===== src/hw/sfl_pkg.sv =====
// Shared constants and types for the frame, loop and alternate status block
`default_nettype none
package sfl_pkg;
  // ----------------------------------------------------------------
  // Bus geometry
  // ----------------------------------------------------------------
  localparam int unsigned ADDR_W = 3;
  localparam int unsigned DATA_W = 8;
  localparam int unsigned CNT_W  = 4;

  // ----------------------------------------------------------------
  // Offsets (alternate map bank select picks the meaning)
  // ----------------------------------------------------------------
  localparam logic [ADDR_W-1:0] OFS_ALT_STATUS = 3'h0;
  localparam logic [ADDR_W-1:0] OFS_ALT_IRQ_EN = 3'h1;
  localparam logic [ADDR_W-1:0] OFS_FRAME      = 3'h2;
  localparam logic [ADDR_W-1:0] OFS_ALT_DETECT = 3'h2;
  localparam logic [ADDR_W-1:0] OFS_STATUS2    = 3'h5;

  // ----------------------------------------------------------------
  // Field positions
  // ----------------------------------------------------------------
  localparam int unsigned FC_RETURN   = 7;
  localparam int unsigned FC_HALT     = 6;
  localparam int unsigned FC_SRC      = 5;
  localparam int unsigned FC_NINE     = 4;
  localparam int unsigned FC_WAKE     = 3;
  localparam int unsigned FC_IDLE     = 2;
  localparam int unsigned FC_PAR_ON   = 1;
  localparam int unsigned FC_PAR_ODD  = 0;
  localparam int unsigned AS_EDGE     = 7;
  localparam int unsigned AS_MVAL     = 2;
  localparam int unsigned AS_MISM     = 1;
  localparam int unsigned AS_BREAK    = 0;
  localparam int unsigned DC_MODE_LO  = 1;
  localparam int unsigned DC_BREAK_EN = 0;
  localparam int unsigned S2_ALTERNATE_MAP_SELECT     = 7;
  localparam int unsigned S2_RECEIVE_POLARITY    = 3;

  // ----------------------------------------------------------------
  // Masks and reset values
  // ----------------------------------------------------------------
  localparam logic [DATA_W-1:0] AS_FLAG_MASK = 8'h83;
  localparam logic [DATA_W-1:0] IE_MASK      = 8'h83;
  localparam logic [DATA_W-1:0] DC_MASK      = 8'h07;
  localparam logic [DATA_W-1:0] S2_MASK      = 8'h88;
  localparam logic [DATA_W-1:0] RST_VAL      = 8'h00;

  // ----------------------------------------------------------------
  // Mismatch sampling modes, ticks and frame lengths
  // ----------------------------------------------------------------
  localparam logic [1:0] MM_OFF   = 2'h0;
  localparam logic [1:0] MM_EARLY = 2'h1;
  localparam logic [1:0] MM_LATE  = 2'h2;
  localparam logic [CNT_W-1:0] TICK_EARLY = 4'h9;
  localparam logic [CNT_W-1:0] TICK_LATE  = 4'hD;
  localparam logic [CNT_W-1:0] FRAME_LEN8 = 4'hA;
  localparam logic [CNT_W-1:0] FRAME_LEN9 = 4'hB;
  localparam logic [CNT_W-1:0] CNT_ONE    = 4'h1;
  localparam logic [CNT_W-1:0] CNT_ZERO   = 4'h0;

  typedef enum logic [2:0] {
    SFL_SEL_NONE,
    SFL_SEL_FRAME,
    SFL_SEL_ALT_STATUS,
    SFL_SEL_ALT_IRQ,
    SFL_SEL_ALT_DETECT,
    SFL_SEL_STATUS2
  } sfl_sel_t;
endpackage : sfl_pkg
`default_nettype wire


===== src/hw/sfl_pin_sync.sv =====
// Two-flop synchroniser for the receive and transmit pin levels
`timescale 1ns/1ps
`default_nettype none
module sfl_pin_sync (
  input  wire logic       sys_clk_i,
  input  wire logic       rst_i,
  input  wire logic [1:0] pins_i,
  output logic      [1:0] pins_o
);
  logic [1:0] meta_reg;
  logic [1:0] sync_reg;

  // Pins idle high, so reset to the idle level
  always_ff @(posedge sys_clk_i or posedge rst_i) begin
    if (rst_i) begin
      meta_reg <= 2'h3;
      sync_reg <= 2'h3;
    end else begin
      meta_reg <= pins_i;
      sync_reg <= meta_reg;
    end
  end

  assign pins_o = sync_reg;
endmodule : sfl_pin_sync
`default_nettype wire


===== src/hw/sfl_top.sv =====
// Frame format, loop routing and alternate status block of a serial port
//
// Function
// - Loop mode detaches pin, feeds transmitter back
// - Halt-in-wait bit disables block in wait
// - Source bit picks internal or single-wire return
// - Length bit selects eight or nine data bits
// - Wake bit picks idle or address mark
// - Idle count starts after start or stop
// - Parity bit sits in character MSB
// - Parity select chooses even or odd
// - Active receive edge sets edge flag
// - Mismatch captures sampled receive level
// - Enabled mismatch check sets mismatch flag
// - Enabled break detector sets break flag
// - Frame control reachable only in normal bank
// - Alternate status reachable only in alternate bank
// - Map select bit switches register bank
// - Mismatch mode picks tick nine or thirteen
//
// Decided for this implementation: strobed register access.
`timescale 1ns/1ps
`default_nettype none
module sfl_top (
  input  wire logic       sys_clk_i,
  input  wire logic       rst_i,
  input  wire logic [2:0] addr_i,
  input  wire logic [7:0] wr_data_i,
  input  wire logic       wr_i,
  input  wire logic       rd_i,
  output logic      [7:0] rd_data_o,
  output logic            irq_o,
  input  wire logic       rx_pin_i,
  input  wire logic       tx_pin_i,
  input  wire logic       tx_serial_i,
  input  wire logic       tx_busy_i,
  input  wire logic       tx_tick_i,
  input  wire logic [3:0] tx_tick_num_i,
  input  wire logic       rx_enable_i,
  input  wire logic       rx_bit_strobe_i,
  input  wire logic       rx_stop_i,
  input  wire logic       rx_char_valid_i,
  input  wire logic [8:0] rx_char_i,
  input  wire logic [8:0] tx_char_i,
  input  wire logic       wait_mode_i,
  output logic            rx_routed_o,
  output logic            module_enable_o,
  output logic            nine_bit_o,
  output logic            parity_on_o,
  output logic            tx_parity_o,
  output logic            parity_error_o,
  output logic            idle_detect_o,
  output logic            wake_o
);
  // ----------------------------------------------------------------
  // Functions
  // ----------------------------------------------------------------
  function automatic sfl_pkg::sfl_sel_t decode(
    input logic [2:0] a,
    input logic       alternate_map_select
  );
    decode = sfl_pkg::SFL_SEL_NONE;
    if (a == sfl_pkg::OFS_STATUS2) begin
      decode = sfl_pkg::SFL_SEL_STATUS2;
    end else if (!alternate_map_select && a == sfl_pkg::OFS_FRAME) begin
      decode = sfl_pkg::SFL_SEL_FRAME;
    end else if (alternate_map_select && a == sfl_pkg::OFS_ALT_STATUS) begin
      decode = sfl_pkg::SFL_SEL_ALT_STATUS;
    end else if (alternate_map_select && a == sfl_pkg::OFS_ALT_IRQ_EN) begin
      decode = sfl_pkg::SFL_SEL_ALT_IRQ;
    end else if (alternate_map_select && a == sfl_pkg::OFS_ALT_DETECT) begin
      decode = sfl_pkg::SFL_SEL_ALT_DETECT;
    end
  endfunction : decode

  // Parity over the data bits below the MSB
  function automatic logic parity_bit(
    input logic [8:0] d,
    input logic       nine,
    input logic       odd
  );
    logic p;
    p = nine ? ^d[7:0] : ^d[6:0];
    parity_bit = p ^ odd;
  endfunction : parity_bit

  function automatic logic char_msb(input logic [8:0] d, input logic nine);
    char_msb = nine ? d[8] : d[7];
  endfunction : char_msb

  // ----------------------------------------------------------------
  // Declarations
  // ----------------------------------------------------------------
  logic [7:0]       frame_control_reg;
  logic [7:0]       alt_event_status_reg;
  logic [7:0]       alt_irq_enable_reg;
  logic [7:0]       alt_detect_reg;
  logic [7:0]       status2_reg;
  logic [7:0]       rd_data_reg;
  logic [7:0]       rd_data_next;
  logic             irq_reg;
  logic             rx_routed_reg;
  logic             active_reg;
  logic             tx_parity_reg;
  logic             parity_error_reg;
  logic             idle_reg;
  logic             wake_reg;
  logic             rx_prev_reg;
  logic             idle_armed_reg;
  logic [3:0]       zero_cnt_reg;
  logic [3:0]       one_cnt_reg;
  logic [1:0]       pins_s;
  logic             rx_pin_s;
  logic             tx_pin_s;
  logic             rx_in;
  logic             alternate_map_select;
  logic             nine;
  logic [3:0]       frame_len;
  logic [1:0]       mm_mode;
  logic [3:0]       mm_tick;
  logic             edge_evt;
  logic             mism_evt;
  logic             break_evt;
  logic             idle_evt;
  logic             sample_ok;
  logic [7:0]       flag_set;
  logic [7:0]       flag_clr;
  sfl_pkg::sfl_sel_t wr_sel;
  sfl_pkg::sfl_sel_t rd_sel;

  sfl_pin_sync u_sync (
    .sys_clk_i (sys_clk_i),
    .rst_i     (rst_i),
    .pins_i    ({tx_pin_i, rx_pin_i}),
    .pins_o    (pins_s)
  );

  assign rx_pin_s  = pins_s[0];
  assign tx_pin_s  = pins_s[1];
  assign alternate_map_select      = status2_reg[sfl_pkg::S2_ALTERNATE_MAP_SELECT];
  assign nine      = frame_control_reg[sfl_pkg::FC_NINE];
  assign frame_len = nine ? sfl_pkg::FRAME_LEN9 : sfl_pkg::FRAME_LEN8;
  assign mm_mode   = alt_detect_reg[sfl_pkg::DC_MODE_LO+1:sfl_pkg::DC_MODE_LO];
  assign wr_sel    = decode(addr_i, alternate_map_select);
  assign rd_sel    = decode(addr_i, alternate_map_select);
  assign sample_ok = active_reg && rx_enable_i && rx_bit_strobe_i;

  // ----------------------------------------------------------------
  // Receive routing
  // ----------------------------------------------------------------
  // receive pin, single-wire or internal return path
  always_comb begin
    if (!frame_control_reg[sfl_pkg::FC_RETURN]) begin
      rx_in = rx_pin_s;
    end else if (frame_control_reg[sfl_pkg::FC_SRC]) begin
      rx_in = tx_pin_s;
    end else begin
      rx_in = tx_serial_i;
    end
  end

  always_ff @(posedge sys_clk_i or posedge rst_i) begin
    if (rst_i) begin
      rx_routed_reg <= 1'b1;
    end else begin
      rx_routed_reg <= rx_in;
    end
  end

  always_ff @(posedge sys_clk_i or posedge rst_i) begin
    if (rst_i) begin
      active_reg <= 1'b1;
    end else begin
      active_reg <= !(wait_mode_i && frame_control_reg[sfl_pkg::FC_HALT]);
    end
  end

  // ----------------------------------------------------------------
  // Register writes
  // ----------------------------------------------------------------
  // normal-bank frame control
  always_ff @(posedge sys_clk_i or posedge rst_i) begin
    if (rst_i) begin
      frame_control_reg <= sfl_pkg::RST_VAL;
    end else if (wr_i && wr_sel == sfl_pkg::SFL_SEL_FRAME) begin
      frame_control_reg <= wr_data_i;
    end
  end

  always_ff @(posedge sys_clk_i or posedge rst_i) begin
    if (rst_i) begin
      alt_irq_enable_reg <= sfl_pkg::RST_VAL;
      alt_detect_reg     <= sfl_pkg::RST_VAL;
      status2_reg        <= sfl_pkg::RST_VAL;
    end else if (wr_i) begin
      if (wr_sel == sfl_pkg::SFL_SEL_ALT_IRQ) begin
        alt_irq_enable_reg <= wr_data_i & sfl_pkg::IE_MASK;
      end
      if (wr_sel == sfl_pkg::SFL_SEL_ALT_DETECT) begin
        alt_detect_reg <= wr_data_i & sfl_pkg::DC_MASK;
      end
      if (wr_sel == sfl_pkg::SFL_SEL_STATUS2) begin
        status2_reg <= wr_data_i & sfl_pkg::S2_MASK;
      end
    end
  end

  // ----------------------------------------------------------------
  // Event detection
  // ----------------------------------------------------------------
  always_ff @(posedge sys_clk_i or posedge rst_i) begin
    if (rst_i) begin
      rx_prev_reg <= 1'b1;
    end else begin
      rx_prev_reg <= rx_pin_s;
    end
  end

  assign edge_evt = active_reg && (status2_reg[sfl_pkg::S2_RECEIVE_POLARITY] ?
                    (rx_pin_s && !rx_prev_reg) : (!rx_pin_s && rx_prev_reg));

  // sampling tick by mode; reserved mode checks nothing
  assign mm_tick  = (mm_mode == sfl_pkg::MM_EARLY) ? sfl_pkg::TICK_EARLY
                                                   : sfl_pkg::TICK_LATE;
  assign mism_evt = active_reg && tx_busy_i && tx_tick_i &&
                    (mm_mode == sfl_pkg::MM_EARLY ||
                     mm_mode == sfl_pkg::MM_LATE) &&
                    tx_tick_num_i == mm_tick && rx_in != tx_serial_i;

  // Break is a whole frame of zeros, stop bit included
  always_ff @(posedge sys_clk_i or posedge rst_i) begin
    if (rst_i) begin
      zero_cnt_reg <= sfl_pkg::CNT_ZERO;
    end else if (sample_ok) begin
      if (rx_in) begin
        zero_cnt_reg <= sfl_pkg::CNT_ZERO;
      end else if (zero_cnt_reg != frame_len) begin
        zero_cnt_reg <= zero_cnt_reg + sfl_pkg::CNT_ONE;
      end
    end
  end

  // break when zero run reaches frame length
  assign break_evt = sample_ok && !rx_in &&
                     alt_detect_reg[sfl_pkg::DC_BREAK_EN] &&
                     (zero_cnt_reg + sfl_pkg::CNT_ONE) == frame_len;

  // ----------------------------------------------------------------
  // Alternate status flags
  // ----------------------------------------------------------------
  always_comb begin
    flag_set                   = sfl_pkg::RST_VAL;
    flag_set[sfl_pkg::AS_EDGE]  = edge_evt;
    flag_set[sfl_pkg::AS_MISM]  = mism_evt;
    flag_set[sfl_pkg::AS_BREAK] = break_evt;
    flag_clr = (wr_i && wr_sel == sfl_pkg::SFL_SEL_ALT_STATUS) ?
               (wr_data_i & sfl_pkg::AS_FLAG_MASK) : sfl_pkg::RST_VAL;
  end

  always_ff @(posedge sys_clk_i or posedge rst_i) begin
    if (rst_i) begin
      alt_event_status_reg <= sfl_pkg::RST_VAL;
    end else begin
      alt_event_status_reg <= ((alt_event_status_reg & ~flag_clr) | flag_set)
                              & sfl_pkg::AS_FLAG_MASK;
      // capture sampled level with the flag
      if (mism_evt) begin
        alt_event_status_reg[sfl_pkg::AS_MVAL] <= rx_in;
      end else begin
        alt_event_status_reg[sfl_pkg::AS_MVAL] <=
          alt_event_status_reg[sfl_pkg::AS_MVAL];
      end
    end
  end

  // level request while flag and enable set
  always_ff @(posedge sys_clk_i or posedge rst_i) begin
    if (rst_i) begin
      irq_reg <= 1'b0;
    end else begin
      irq_reg <= |(alt_event_status_reg & alt_irq_enable_reg &
                   sfl_pkg::AS_FLAG_MASK);
    end
  end

  // ----------------------------------------------------------------
  // Parity, idle and wakeup
  // ----------------------------------------------------------------
  // parity in MSB
  always_ff @(posedge sys_clk_i or posedge rst_i) begin
    if (rst_i) begin
      tx_parity_reg    <= 1'b0;
      parity_error_reg <= 1'b0;
    end else begin
      tx_parity_reg <= frame_control_reg[sfl_pkg::FC_PAR_ON] &&
                       parity_bit(tx_char_i, nine,
                                  frame_control_reg[sfl_pkg::FC_PAR_ODD]);
      parity_error_reg <= active_reg && rx_char_valid_i &&
                          frame_control_reg[sfl_pkg::FC_PAR_ON] &&
                          (char_msb(rx_char_i, nine) !=
                           parity_bit(rx_char_i, nine,
                                      frame_control_reg[sfl_pkg::FC_PAR_ODD]));
    end
  end

  // idle counting starts after start or stop
  always_ff @(posedge sys_clk_i or posedge rst_i) begin
    if (rst_i) begin
      idle_armed_reg <= 1'b0;
      one_cnt_reg    <= sfl_pkg::CNT_ZERO;
    end else begin
      if (rx_stop_i) begin
        idle_armed_reg <= 1'b1;
      end else if (sample_ok && !rx_in) begin
        idle_armed_reg <= 1'b0;
      end
      if (sample_ok) begin
        if (!rx_in) begin
          one_cnt_reg <= sfl_pkg::CNT_ZERO;
        end else if ((idle_armed_reg || !frame_control_reg[sfl_pkg::FC_IDLE])
                     && one_cnt_reg != frame_len) begin
          one_cnt_reg <= one_cnt_reg + sfl_pkg::CNT_ONE;
        end
      end
    end
  end

  assign idle_evt = sample_ok && rx_in &&
                    (idle_armed_reg || !frame_control_reg[sfl_pkg::FC_IDLE]) &&
                    (one_cnt_reg + sfl_pkg::CNT_ONE) == frame_len;

  always_ff @(posedge sys_clk_i or posedge rst_i) begin
    if (rst_i) begin
      idle_reg <= 1'b0;
      wake_reg <= 1'b0;
    end else begin
      idle_reg <= idle_evt;
      wake_reg <= frame_control_reg[sfl_pkg::FC_WAKE] ?
                  (active_reg && rx_char_valid_i &&
                   char_msb(rx_char_i, nine)) : idle_evt;
    end
  end

  // ----------------------------------------------------------------
  // Read path
  // ----------------------------------------------------------------
  always_comb begin
    case (rd_sel)
      sfl_pkg::SFL_SEL_FRAME:      rd_data_next = frame_control_reg;
      sfl_pkg::SFL_SEL_ALT_STATUS: rd_data_next = alt_event_status_reg;
      sfl_pkg::SFL_SEL_ALT_IRQ:    rd_data_next = alt_irq_enable_reg;
      sfl_pkg::SFL_SEL_ALT_DETECT: rd_data_next = alt_detect_reg;
      sfl_pkg::SFL_SEL_STATUS2:    rd_data_next = status2_reg;
      default:                     rd_data_next = sfl_pkg::RST_VAL;
    endcase
  end

  // Data valid only in the cycle after the strobe
  always_ff @(posedge sys_clk_i or posedge rst_i) begin
    if (rst_i) begin
      rd_data_reg <= sfl_pkg::RST_VAL;
    end else begin
      rd_data_reg <= rd_i ? rd_data_next : sfl_pkg::RST_VAL;
    end
  end

  assign rd_data_o       = rd_data_reg;
  assign irq_o           = irq_reg;
  assign rx_routed_o     = rx_routed_reg;
  assign module_enable_o = active_reg;
  assign nine_bit_o      = frame_control_reg[sfl_pkg::FC_NINE];
  assign parity_on_o     = frame_control_reg[sfl_pkg::FC_PAR_ON];
  assign tx_parity_o     = tx_parity_reg;
  assign parity_error_o  = parity_error_reg;
  assign idle_detect_o   = idle_reg;
  assign wake_o          = wake_reg;
endmodule : sfl_top
`default_nettype wire


===== config.mk =====
export PLATFORM = sky130hd
export DESIGN_NAME = sfl_top
export DESIGN_NICKNAME = d
export VERILOG_FILES = /design/src/hw/sfl_pkg.sv /design/src/hw/sfl_pin_sync.sv /design/src/hw/sfl_top.sv
export SDC_FILE = /design/constraint.sdc
export NUM_CORES = 1
export LEC_CHECK = 0
export BUFFER_PORTS_ARGS = -buffer_cell sky130_fd_sc_hd__buf_2
export CORE_UTILIZATION = 55
export DETAILED_ROUTE_END_ITERATION = 8
export PLACE_DENSITY = 0.82
export SLEW_MARGIN = 20
export SYNTH_ARGS = -nofsm -noshare
export SYNTH_HDL_FRONTEND = slang
export SYNTH_HIERARCHICAL = 1
export SYNTH_SLANG_ARGS = --single-unit

===== constraint.sdc =====
create_clock -name sys_clk_i -period 2.3 [get_ports sys_clk_i]
set_input_delay 0 -clock sys_clk_i [delete_from_list [all_inputs] [get_ports sys_clk_i]]
set_output_delay 0 -clock sys_clk_i [all_outputs]
set_load 0.01 [all_outputs]

; Yosys cells after proc, flatten, opt, wreduce, memory -nomap -nowiden
; Index checks and enable logic that the tools add are counted.
[totals]
regBits = 49
inputBits = 47
out_inout_bits = 17
wordCells = 119
[op_classes]
add_sub_neg = 2
n_eq_ne = 18
muxes = 23
n_bitwise = 6
n_reduce_logical = 50
[ops]
columns = op, n
row1 = case mux 8 bit (5 select lines), 1
row2 = logical AND 1 bit, 29
row3 = 2-to-1 mux 3 bit, 6
row4 = AND 8 bit, 2
row5 = 2-to-1 mux 4 bit, 4
row6 = 2-to-1 mux 8 bit, 2
row7 = XOR reduction 8 bit, 2
row8 = XOR reduction 7 bit, 2
row9 = == test 4 bit, 3
row10 = 2-to-1 mux 1 bit, 10
row11 = AND reduction 2 bit, 5
row12 = "== test 3 x 2 -> 1 bit, second input constant", 3
row13 = "== test 3 bit, second input constant", 3
row14 = "adder 4 x 1 -> 4 bit, second input constant", 2
row15 = inequality test 4 bit, 2
row16 = inverter 8 bit, 1
row17 = bitwise OR 8 bit, 1
row18 = "== test 3 x 1 -> 1 bit, second input constant", 2
row19 = zero test 1 bit, 6
row20 = nonzero test 2 bit, 2
row21 = zero test 3 bit, 1
row22 = OR reduction 3 bit, 1
row23 = "== test 2 x 1 -> 1 bit, second input constant", 1
row24 = "== test 2 bit, second input constant", 1
row25 = 4 further kinds, 7

; Longest topological paths before layout
; Gate-level depths: netlist of run 1.
[depth]
depth_word = 13
ltp_mapped = 6
mapped_depth_nobuf = 6

; Hierarchy
; Netlist of run 1, hierarchy kept.
[modules_own_cells]
columns = module, instances, cells_each, area_per_inst_um2, seq_area_each_um2
row1 = sfl_top, 1, 204, 2292.2, 1129.8
row2 = sfl_pin_sync, 1, 5, 108.9, 105.1

; Worst setup path before layout of run 1
; No wires, ideal clock.
[synth_path]
path_type = register to register
from = register active_reg (netlist: module_enable_o)
to = register one_cnt_reg[1]
setup_ps = 122
arrival_ps = 1400
required_ps = 2178
path_slack_ps = 778
stages_incl_launch_ff = 6
path_buffers = 1
period_less_slack_ps = 1522
path_cell_list = dfstp_2 -> and3_1 -> clkbuf_1 -> o211a_1 -> a21oi_1 -> a32o_1
[synth_via]
elab_chain_cells = 3
[synth_lines]
columns = item, line
row1 = "start, declared", sfl_top.sv:103  ; logic active_reg;
row2 = "start signal, assigned", sfl_top.sv:174  ; active_reg <= !(wait_mode_i && frame_control_reg[sfl_pkg::FC_HALT]);
row3 = logical AND 1 bit (2 in a row), sfl_top.sv:146  ; assign sample_ok = active_reg && rx_enable_i && rx_bit_strobe_i;
row4 = AND reduction 2 bit (no source line), --
row5 = "end signal, assigned", sfl_top.sv:310  ; one_cnt_reg <= sfl_pkg::CNT_ZERO;
row6 = "end signal, assigned", sfl_top.sv:319  ; one_cnt_reg <= sfl_pkg::CNT_ZERO;
row7 = "end signal, assigned", sfl_top.sv:322  ; one_cnt_reg <= one_cnt_reg + sfl_pkg::CNT_ONE;
row8 = "end, declared", sfl_top.sv:111  ; logic [3:0] one_cnt_reg;
; Every way passes these cells.
; A chain may end at the register's enable or synchronous reset.

; Worst setup path after layout of run 1
[layout_path]
from = register status2_reg[7]
to = register alt_irq_enable_reg[0]
[layout_via]
elab_chain_cells = 8
word_cells_on_any_way = 12
cone_classes = eq/ne: 1 / mux: 5 / reduce/logical: 6
[layout_lines]
columns = item, line
row1 = "start, declared", sfl_top.sv:98  ; logic [7:0] status2_reg;
row2 = "start signal, assigned", sfl_top.sv:194  ; status2_reg <= sfl_pkg::RST_VAL;
row3 = "start signal, assigned", sfl_top.sv:203  ; status2_reg <= wr_data_i & sfl_pkg::S2_MASK;
row4 = logical AND 1 bit, sfl_top.sv:71  ; end else if (alternate_map_select && a == sfl_pkg::OFS_ALT_DETECT) begin
row5 = 2-to-1 mux 3 bit, sfl_top.sv:71
row6 = 2-to-1 mux 3 bit, sfl_top.sv:69  ; end else if (alternate_map_select && a == sfl_pkg::OFS_ALT_IRQ_EN) begin
row7 = 2-to-1 mux 3 bit, sfl_top.sv:67  ; end else if (alternate_map_select && a == sfl_pkg::OFS_ALT_STATUS) begin
row8 = 2-to-1 mux 3 bit *, sfl_top.sv:65  ; end else if (!alternate_map_select && a == sfl_pkg::OFS_FRAME) begin
row9 = 2-to-1 mux 3 bit *, sfl_top.sv:63  ; if (a == sfl_pkg::OFS_STATUS2) begin
row10 = == test 3 x 2 -> 1 bit *, sfl_top.sv:196  ; if (wr_sel == sfl_pkg::SFL_SEL_ALT_IRQ) begin
row11 = AND reduction 2 bit (no source line) *, --
row12 = "end signal, assigned", sfl_top.sv:192  ; alt_irq_enable_reg <= sfl_pkg::RST_VAL;
row13 = "end signal, assigned", sfl_top.sv:197  ; alt_irq_enable_reg <= wr_data_i & sfl_pkg::IE_MASK;
row14 = "end, declared", sfl_top.sv:96  ; logic [7:0] alt_irq_enable_reg;
; Every way passes the cells marked *; elsewhere a longest branch is shown, timed or not.

==> key figures, run 1 <==
Outcome
  • Status: completed

Yosys
  • Synth warn: 6
  • Number of synthesized register bits: 49
  • Post-synthesis sequential area ratio: 0.514
  • Synth cell types: 43
  • Syn Inst Count: 209
  • Number of synthesized flops with an enable pin: 0
  • Synth Flop Type: dfrtp_1
  • Synthesized area: 0.00240 mm2
  • Synth Net Count: 259
  • Mean post-synth cell area: 11.5 um2
  • Asr flop ratio synth: 1.00

Global route
  • Initial antenna violation count: 0
  • Number of global-route vias before repair: 1869
  • Grt ovf: 0
  • GRT Util Overall: 0.254
  • First-pass GRT wire length: 8.33 mm
  • Pin count of the biggest net entering global routing: 46

Placement
  • Dpl cell area: 0.00276 mm2
  • Dpl hpwl: 3.67 mm
  • RePlAce Congestion: 0.854
  • IO buf count: 62

Route
  • Pre-antenna DRT Iters: 4
  • Initial DRC count: 209
  • Vias: 1906
  • # DRC: 0
  • Vias per inst: 5.59
  • Final antenna-violating net count: 0
  • DR WL/cell: 15.4 um
  • Final WL: 5.24 mm

Worst setup path
  • Startpoint Class: register
  • WP data required: 2.49 ns
  • Critical path fanouts, max: 6
  • WP data arrival: 1.90 ns
  • Critical-path top delay cell: nor3b_1
  • CP max stage delay: 0.45 ns
  • Critical Path Sink Type: register
  • Kind of critical path: reg -> reg
  • Critical path, cell by cell: nor2b_1 -> nand2_1 -> nor3b_1 -> mux2_2

Floorplan
  • Num rows: 23
  • Die area: 0.00463 mm2
  • Die X: 68.1 um
  • Core Area: 0.00409 mm2
  • Die height: 68.1 um
  • Initial Util: 0.588
  • Io pins: 64

STA
  • Slew Limit Fails: 0
  • Setup violations, final: 0
  • Worst-Margin Slew: 0.555 ns
  • Final Skew: 0.00573 ns
  • Final Hold Vio Count: 0
  • Setup TNS: 0 ns
  • Max_slew headroom: 0.630
  • RSZ-0062 raised after global routing: false
  • Final Cycle Share: 0.743
  • Fmax: 585 MHz
  • Final min period: 1.71 ns

Min path
  • Min-delay worst type: in -> reg

Pwr
  • Pwr Density: 763 mW/mm2
  • LEAKAGE: 0.00144 uW
  • Clock power frac: 0.218
  • Max rail drop VDD: 407 uV
  • Gate power share: 0.266
  • Internal power: 1560 uW
  • Net Sw Power: 725 uW
  • Sw Share: 0.317
  • Seq pwr share: 0.516

Final layout
  • Commonest non-fill, non-tap cell in the layout: buf_2
  • Diodes inserted: 0
  • Fill cells: 300
  • Area grow syn2layout: 25.0%
  • Leading cell types in the layout, fill and taps excluded: buf_2 (62), dfrtp_1 (42), mux2_2 (17)
  • Fin area: 0.00300 mm2
  • Final-stage net count: 340
  • Layout cells sized above 1: 0.337

Clocking
  • Post-CTS setup buffer count: 0
  • TritonCTS clock tree: yes
  • Worst skew pair latency: 0.31 ns
  • Clock root buffer: clkbuf_8
  • Reg clk slew, reported paths: 0.09 ns
  • Num CTS Buffers: 5
  • Max clock buf depth: 2
  • H-tree depth: 2
  • CTS resizes: 0
  • CTS sink count: 49
  • Post-CTS Hold Fix Bufs: 16

Job
  • Max_cap viols: 0
==> logic make-up after synthesis <==
group | Yosys count | synth area share
adders and majority gates | 3 | 0.0156
muxes | 21 | 0.0964
buffers and inverters | 12 | 0.0203
and+or+nand+nor | 70 | 0.155
DFF | 49 | 0.514
AOI/OAI and AO/OA | 31 | 0.103
xor gates and xnor gates | 23 | 0.0954
==> path summary, 6_finish.rpt <==
| path | from | endpoint | slack, ns | depth (start not counted) |
|---|---|---|---|---|
| setup / recovery | status2_reg[7] | alt_irq_enable_reg[0] | 0.59 | 4 |
| hold / removal | rx_char_i[8] | wake_o | 0.02 | 3 |
| setup reg to reg | status2_reg[7] | alt_irq_enable_reg[0] | 0.59 | 4 |
| hold reg to reg | u_sync/meta_reg[0] | u_sync/pins_o[0] | 0.36 | 0 |
| max in group asynchronous | rst_i | rx_routed_o | 1.54 | 4 |
| min in group asynchronous | rst_i | u_sync/pins_o[0] | 0.31 | 3 |
==> synthesized netlist by cell type, types with 3 or more instances <==
cell type | count | area share
mux2_2 | 17 | 0.080
a21oi_1 | 3 | 0.0063
dfrtp_1 | 42 | 0.44
a22o_1 | 5 | 0.018
nor2b_1 | 3 | 0.0078
ha_1 | 3 | 0.016
nand3_1 | 12 | 0.025
nand2b_1 | 6 | 0.016
nand4_1 | 3 | 0.0078
mux2i_1 | 4 | 0.017
xnor2_1 | 15 | 0.055
xor2_1 | 6 | 0.022
a222oi_1 | 3 | 0.013
and3_1 | 6 | 0.016
nand2_1 | 15 | 0.023
buf_2 | 3 | 0.0063
o21ai_0 | 6 | 0.013
nor2_1 | 14 | 0.022
dfstp_2 | 7 | 0.077
inv_1 | 6 | 0.0094
==> area by class of cell <==
cell class                      count  area, um2  share of cell area
Clock buffer                        6       72.6              0.0242
Clock inverter                      2       10.0             0.00333
Inverter                            7       26.3             0.00875
Multi-Input combinational cell    148       1120               0.372
Sequential cell                    49       1230               0.411
Tap cell                           50       62.6              0.0208
Timing Repair Buffer               79        478               0.159
==> routing by layer <==
| metal | share of wire | track usage | vias up |
|---|---|---|---|
| li1 | - | - | 916 |
| met1 | 0.41 | 0.292 | 906 |
| met2 | 0.50 | 0.439 | 76 |
| met3 | 0.066 | 0.0700 | 8 |
| met4 | 0.019 | 0.109 | 0 |
| met5 | 0 | 0 | - |
==> worst max-delay path: cells and delay by family, from the launching register on <==
kind | cells | cell delay, ns
flip-flops | 1 | 0.44
AND/OR/NAND/NOR | 3 | 0.75
multiplexers | 1 | 0.40
==> through the flow <==
step | util | instances | total power [uW] | worst slack [ns] | hold WS [ns]
CTS | 0.735 | 341 | 2290 | 0.622 | 0.0204
global route | 0.735 | 341 | 2430 | 0.471 | 0.0361
floorplan | - | 209 | 1580 | 0.778 | -0.0448
detailed placement | 0.675 | 317 | 1780 | 0.638 | 0.0937
finish | 0.735 | 341 | 2290 | 0.592 | 0.0211
global placement | 0.675 | 317 | 1750 | 0.685 | 0.0915
==> power by group through the flow <==
stage               sequential, uW  clock, uW  combinational, uW
finish                        1180        498                610
global route                  1210        547                675
CTS                           1180        507                609
detailed placement            1200          0                584
global placement              1190          0                564
floorplan                     1160          0                421
No activity file was read; power rests on OpenSTA's default activity.
==> inputs of run 2 (changes only) <==
- CORE_UTILIZATION: 55 -> 52
- PLACE_DENSITY: 0.82 -> 0.78
- clock period: 2.3 -> 1.6 ns (I/O delays scaled with it)
==> key figures, run 2 (same netlist as run 1, synthesis figures left out) <==
STA
  • Slew Limit Fails: 0
  • Worst-Margin Slew: 0.560 ns
  • Max_slew headroom: 0.626
  • Final Skew: 0.00751 ns
  • Worst hold slack: 0.0272 ns
  • Final min period: 1.51 ns
  • Setup violations, final: 0
  • Fmax: 661 MHz
  • Setup TNS: 0 ns
  • Final Cycle Share: 0.945
  • Final Hold Vio Count: 0
  • RSZ-0062 raised after global routing: false

Final layout
  • Final-stage net count: 350
  • Leading cell types in the layout, fill and taps excluded: buf_2 (62), dfrtp_1 (41), mux2_2 (17)
  • Layout cells sized above 1: 0.369
  • Commonest non-fill, non-tap cell in the layout: buf_2
  • Fill cells: 326
  • Area grow syn2layout: 30.5%
  • Diodes inserted: 0

Route
  • Final antenna-violating net count: 0
  • Initial DRC count: 198
  • Final WL: 5.30 mm
  • Vias: 1962
  • Pre-antenna DRT Iters: 5
  • DR WL/cell: 15.0 um
  • # DRC: 0
  • Vias per inst: 5.56

Floorplan
  • Die X: 70.0 um
  • Initial Util: 0.548
  • Num rows: 24
  • Io pins: 64
  • Die area: 0.00489 mm2
  • Core Area: 0.00438 mm2
  • Die height: 70.0 um

Clocking
  • Post-CTS setup buffer count: 0
  • Worst skew pair latency: 0.30 ns
  • Reg clk slew, reported paths: 0.09 ns
  • TritonCTS clock tree: yes
  • CTS sink count: 49
  • Num CTS Buffers: 5
  • Clock root buffer: clkbuf_8
  • H-tree depth: 2
  • Max clock buf depth: 2

Min path
  • Min-delay worst type: in -> reg

Worst setup path
  • Critical path fanouts, max: 9
  • CP max stage delay: 0.53 ns
  • Critical-path top delay cell: dlygate4sd3_1
  • Critical path, cell by cell: dlygate4sd3_1 -> buf_2 -> nor2_1 -> nand4_2 -> mux2_2
  • Startpoint Class: input pin
  • Critical Path Sink Type: register
  • WP data arrival: 1.70 ns
  • Kind of critical path: in -> reg
  • WP data required: 1.79 ns

Outcome
  • Status: completed

Placement
  • Dpl hpwl: 3.84 mm
  • RePlAce Congestion: 0.877
  • IO buf count: 62

Global route
  • First-pass GRT wire length: 8.92 mm
  • Grt ovf: 0
  • GRT Util Overall: 0.234
  • Pin count of the biggest net entering global routing: 46
  • Number of global-route vias before repair: 1932
  • Initial antenna violation count: 0

Pwr
  • Pwr Density: 1170 mW/mm2
  • LEAKAGE: 0.00151 uW
  • Max rail drop VDD: 969 uV

Job
  • Max_cap viols: 0
-- run 2: cell count changes in the layout (fill, tap and decap cells not counted), sizes merged --
cell	before	now
buf	63	73
bufinv	0	2
clkbuf	6	5
clkinv	4	3
-- run 2: final timing paths --
check | from | to | slack [ns] | depth (start not counted)
worst min-delay path | addr_i[0] | rd_data_o[7] | 0.03 | 3
worst min register to register | u_sync/meta_reg[1] | u_sync/pins_o[1] | 0.36 | 0
min in group asynchronous | rst_i | u_sync/pins_o[0] | 0.32 | 3
max in group asynchronous | rst_i | frame_control_reg[4] | 0.81 | 4
worst max-delay path | addr_i[2] | frame_control_reg[5] | 0.09 | 5
worst max register to register | u_sync/pins_o[1] | wake_o | 0.09 | 4
-- run 2: metal layers --
metal / part of all wire / vias up / track usage
met2: 0.53 / 57 / 0.419
met3: 0.043 / 10 / 0.0505
met5: 0 / - / 0
met4: 0.014 / 0 / 0.0578
li1: - / 940 / -
met1: 0.41 / 955 / 0.288
-- run 2: power by group --
group,total [uW],internal (uW),switching [uW]
Sequential,1670,1470,204
Clock,1030,621,406
Combinational,975,537,438
-- run 2: timing repair --
item / CTS / global route
hold buffers: 16 / 0
endpoints found under the setup margin: 0 / 2
resized for setup: 0 / 2
hold endpoints to repair: 71 / 0
-- run 2: critical path: cells and delay by family --
family                 cells  cell delay (ns)
buffers and inverters      2             0.70
multiplexers               1             0.39
AND/OR/NAND/NOR            2             0.60
-- run 2: layout make-up --
type,count,area (um2),area share
well taps,52,65.1,0.0208
clock inverters,3,65.1,0.0208
flip-flops and latches,49,1240,0.394
clock buffers,5,68.8,0.0220
repair buffers,89,553,0.176
multi-input cells,148,1120,0.357
inverters,7,26.3,0.00838
-- run 2: metrics by stage --
stage	cells	area (um2)	worst slack, ns	util	total power, uW
CTS	353	3130	0.0473	0.714	3700
global route	353	3130	0.0110	0.715	3890
global placement	329	2840	0.115	0.647	2590
finish	353	3130	0.0873	0.715	3680
floorplan	209	2400	0.0784	-	2270
detailed placement	329	2840	0.0940	0.647	2630
==> inputs of run 3 (changes only) <==
- HOLD_SLACK_MARGIN: not set -> 0.15
==> key figures, run 3 (same netlist as run 1, synthesis figures left out) <==
Route
  • Vias: 2029
  • Vias per inst: 5.62
  • Initial DRC count: 158
  • Final WL: 5.50 mm
  • Pre-antenna DRT Iters: 6
  • Final antenna-violating net count: 0
  • DR WL/cell: 15.2 um
  • # DRC: 0

STA
  • Worst-Margin Slew: 0.558 ns
  • Final Cycle Share: 0.951
  • Final min period: 1.52 ns
  • Final Hold Vio Count: 0
  • Worst Slack Setup Final: 0.0782 ns
  • Max_slew headroom: 0.628
  • Setup TNS: 0 ns
  • Final Skew: 0.00801 ns
  • Setup violations, final: 0
  • Fmax: 657 MHz
  • RSZ-0062 raised after global routing: false
  • Slew Limit Fails: 0

Final layout
  • Sequential Area: 0.00124 mm2
  • Final core utilization: 0.733
  • Diodes inserted: 0
  • Fin area: 0.00321 mm2
  • Final-stage net count: 358
  • Area of the multi-input gates: 0.00112 mm2
  • Commonest non-fill, non-tap cell in the layout: buf_2
  • Fill cells: 313
  • Layout cells sized above 1: 0.359
  • Non-filler cells, final: 361
  • Leading cell types in the layout, fill and taps excluded: buf_2 (62), dfrtp_1 (41), dlygate4sd3_1 (24)
  • Area grow syn2layout: 33.9%

Global route
  • Pin count of the biggest net entering global routing: 46
  • First-pass GRT wire length: 9.32 mm
  • Number of global-route vias before repair: 1990
  • Initial antenna violation count: 0
  • Grt ovf: 0
  • GRT Util Overall: 0.244

Pwr
  • LEAKAGE: 0.00154 uW
  • Pwr Density: 1150 mW/mm2
  • Gate power share: 0.268
  • Net Sw Power: 1060 uW
  • Internal power: 2640 uW
  • Clock power frac: 0.278
  • Sw Share: 0.286
  • Max rail drop VDD: 979 uV
  • Seq pwr share: 0.453

Clocking
  • TritonCTS clock tree: yes
  • CTS sink count: 49
  • Post-CTS setup buffer count: 0
  • H-tree depth: 2
  • Reg clk slew, reported paths: 0.09 ns
  • Clock root buffer: clkbuf_8
  • Worst skew pair latency: 0.30 ns
  • Num CTS Buffers: 5
  • Max clock buf depth: 2

Floorplan
  • Die area: 0.00489 mm2
  • Die X: 70.0 um
  • Initial Util: 0.548
  • Num rows: 24
  • Io pins: 64
  • Core Area: 0.00438 mm2
  • Die height: 70.0 um

Worst setup path
  • Startpoint Class: input pin
  • WP data arrival: 1.71 ns
  • Critical path fanouts, max: 9
  • Kind of critical path: in -> reg
  • Critical Path Sink Type: register
  • WP data required: 1.79 ns

Placement
  • Dpl cell area: 0.00284 mm2
  • Inst Count DP: 329
  • RePlAce Congestion: 0.877
  • Dpl hpwl: 3.84 mm
  • IO buf count: 62
  • Place WS: 0.0940 ns

Min path
  • Min-delay worst type: in -> reg

Outcome
  • Status: completed

Job
  • Max_cap viols: 0
[run 3: layout make-up]
cell class,count,share of cell area
Tap cell,52,0.0202
Clock inverter,3,0.0202
Sequential cell,49,0.385
Clock buffer,5,0.0214
Timing Repair Buffer,97,0.197
Multi-Input combinational cell,148,0.348
Inverter,7,0.00817
[run 3: critical path, cell delays in order]
cell,delay [ns]
dlygate4sd3_1,0.54
buf_2,0.17
nor2_1,0.26
nand4_2,0.35
mux2_2,0.39
[run 3: final timing paths]
path                                           end  cells after the start  slack (ns)                from
min                        alt_event_status_reg[7]                      4        0.20           addr_i[0]
min reg2reg                       u_sync/pins_o[1]                      0        0.36  u_sync/meta_reg[1]
max in group asynchronous     frame_control_reg[4]                      4        0.81               rst_i
max reg2reg                                 wake_o                      4        0.09    u_sync/pins_o[1]
min in group asynchronous         u_sync/pins_o[0]                      3        0.32               rst_i
max                           frame_control_reg[5]                      5        0.08           addr_i[2]
[run 3: timing repair]
action                     CTS  global route
setup endpoints to repair    0             2
resized for setup            0             2
hold buffers                24             0
hold endpoints to repair    80             0
[run 3: metal layers]
| metal | vias up | track usage | part of all wire |
|---|---|---|---|
| li1 | 954 | - | - |
| met3 | 16 | 0.0548 | 0.061 |
| met2 | 92 | 0.435 | 0.53 |
| met1 | 967 | 0.297 | 0.39 |
| met4 | 0 | 0.0667 | 0.017 |
| met5 | - | 0 | 0 |
[run 3: power groups by stage]
| stage | clock network [uW] | registers, uW | logic, uW |
|---|---|---|---|
| after floorplan | 0 | 1670 | 605 |
| after global placement | 0 | 1680 | 912 |
| after detailed placement | 0 | 1690 | 938 |
| after global routing | 1100 | 1700 | 1100 |
| after CTS | 1050 | 1670 | 990 |
| final | 1030 | 1680 | 993 |
[run 3: stage by stage]
step / hold slack, ns / power [uW]
floorplan: -0.0448 / 2270
global route: 0.209 / 3910
detailed placement: 0.102 / 2630
CTS: 0.172 / 3710
finish: 0.202 / 3700
global placement: 0.0911 / 2590
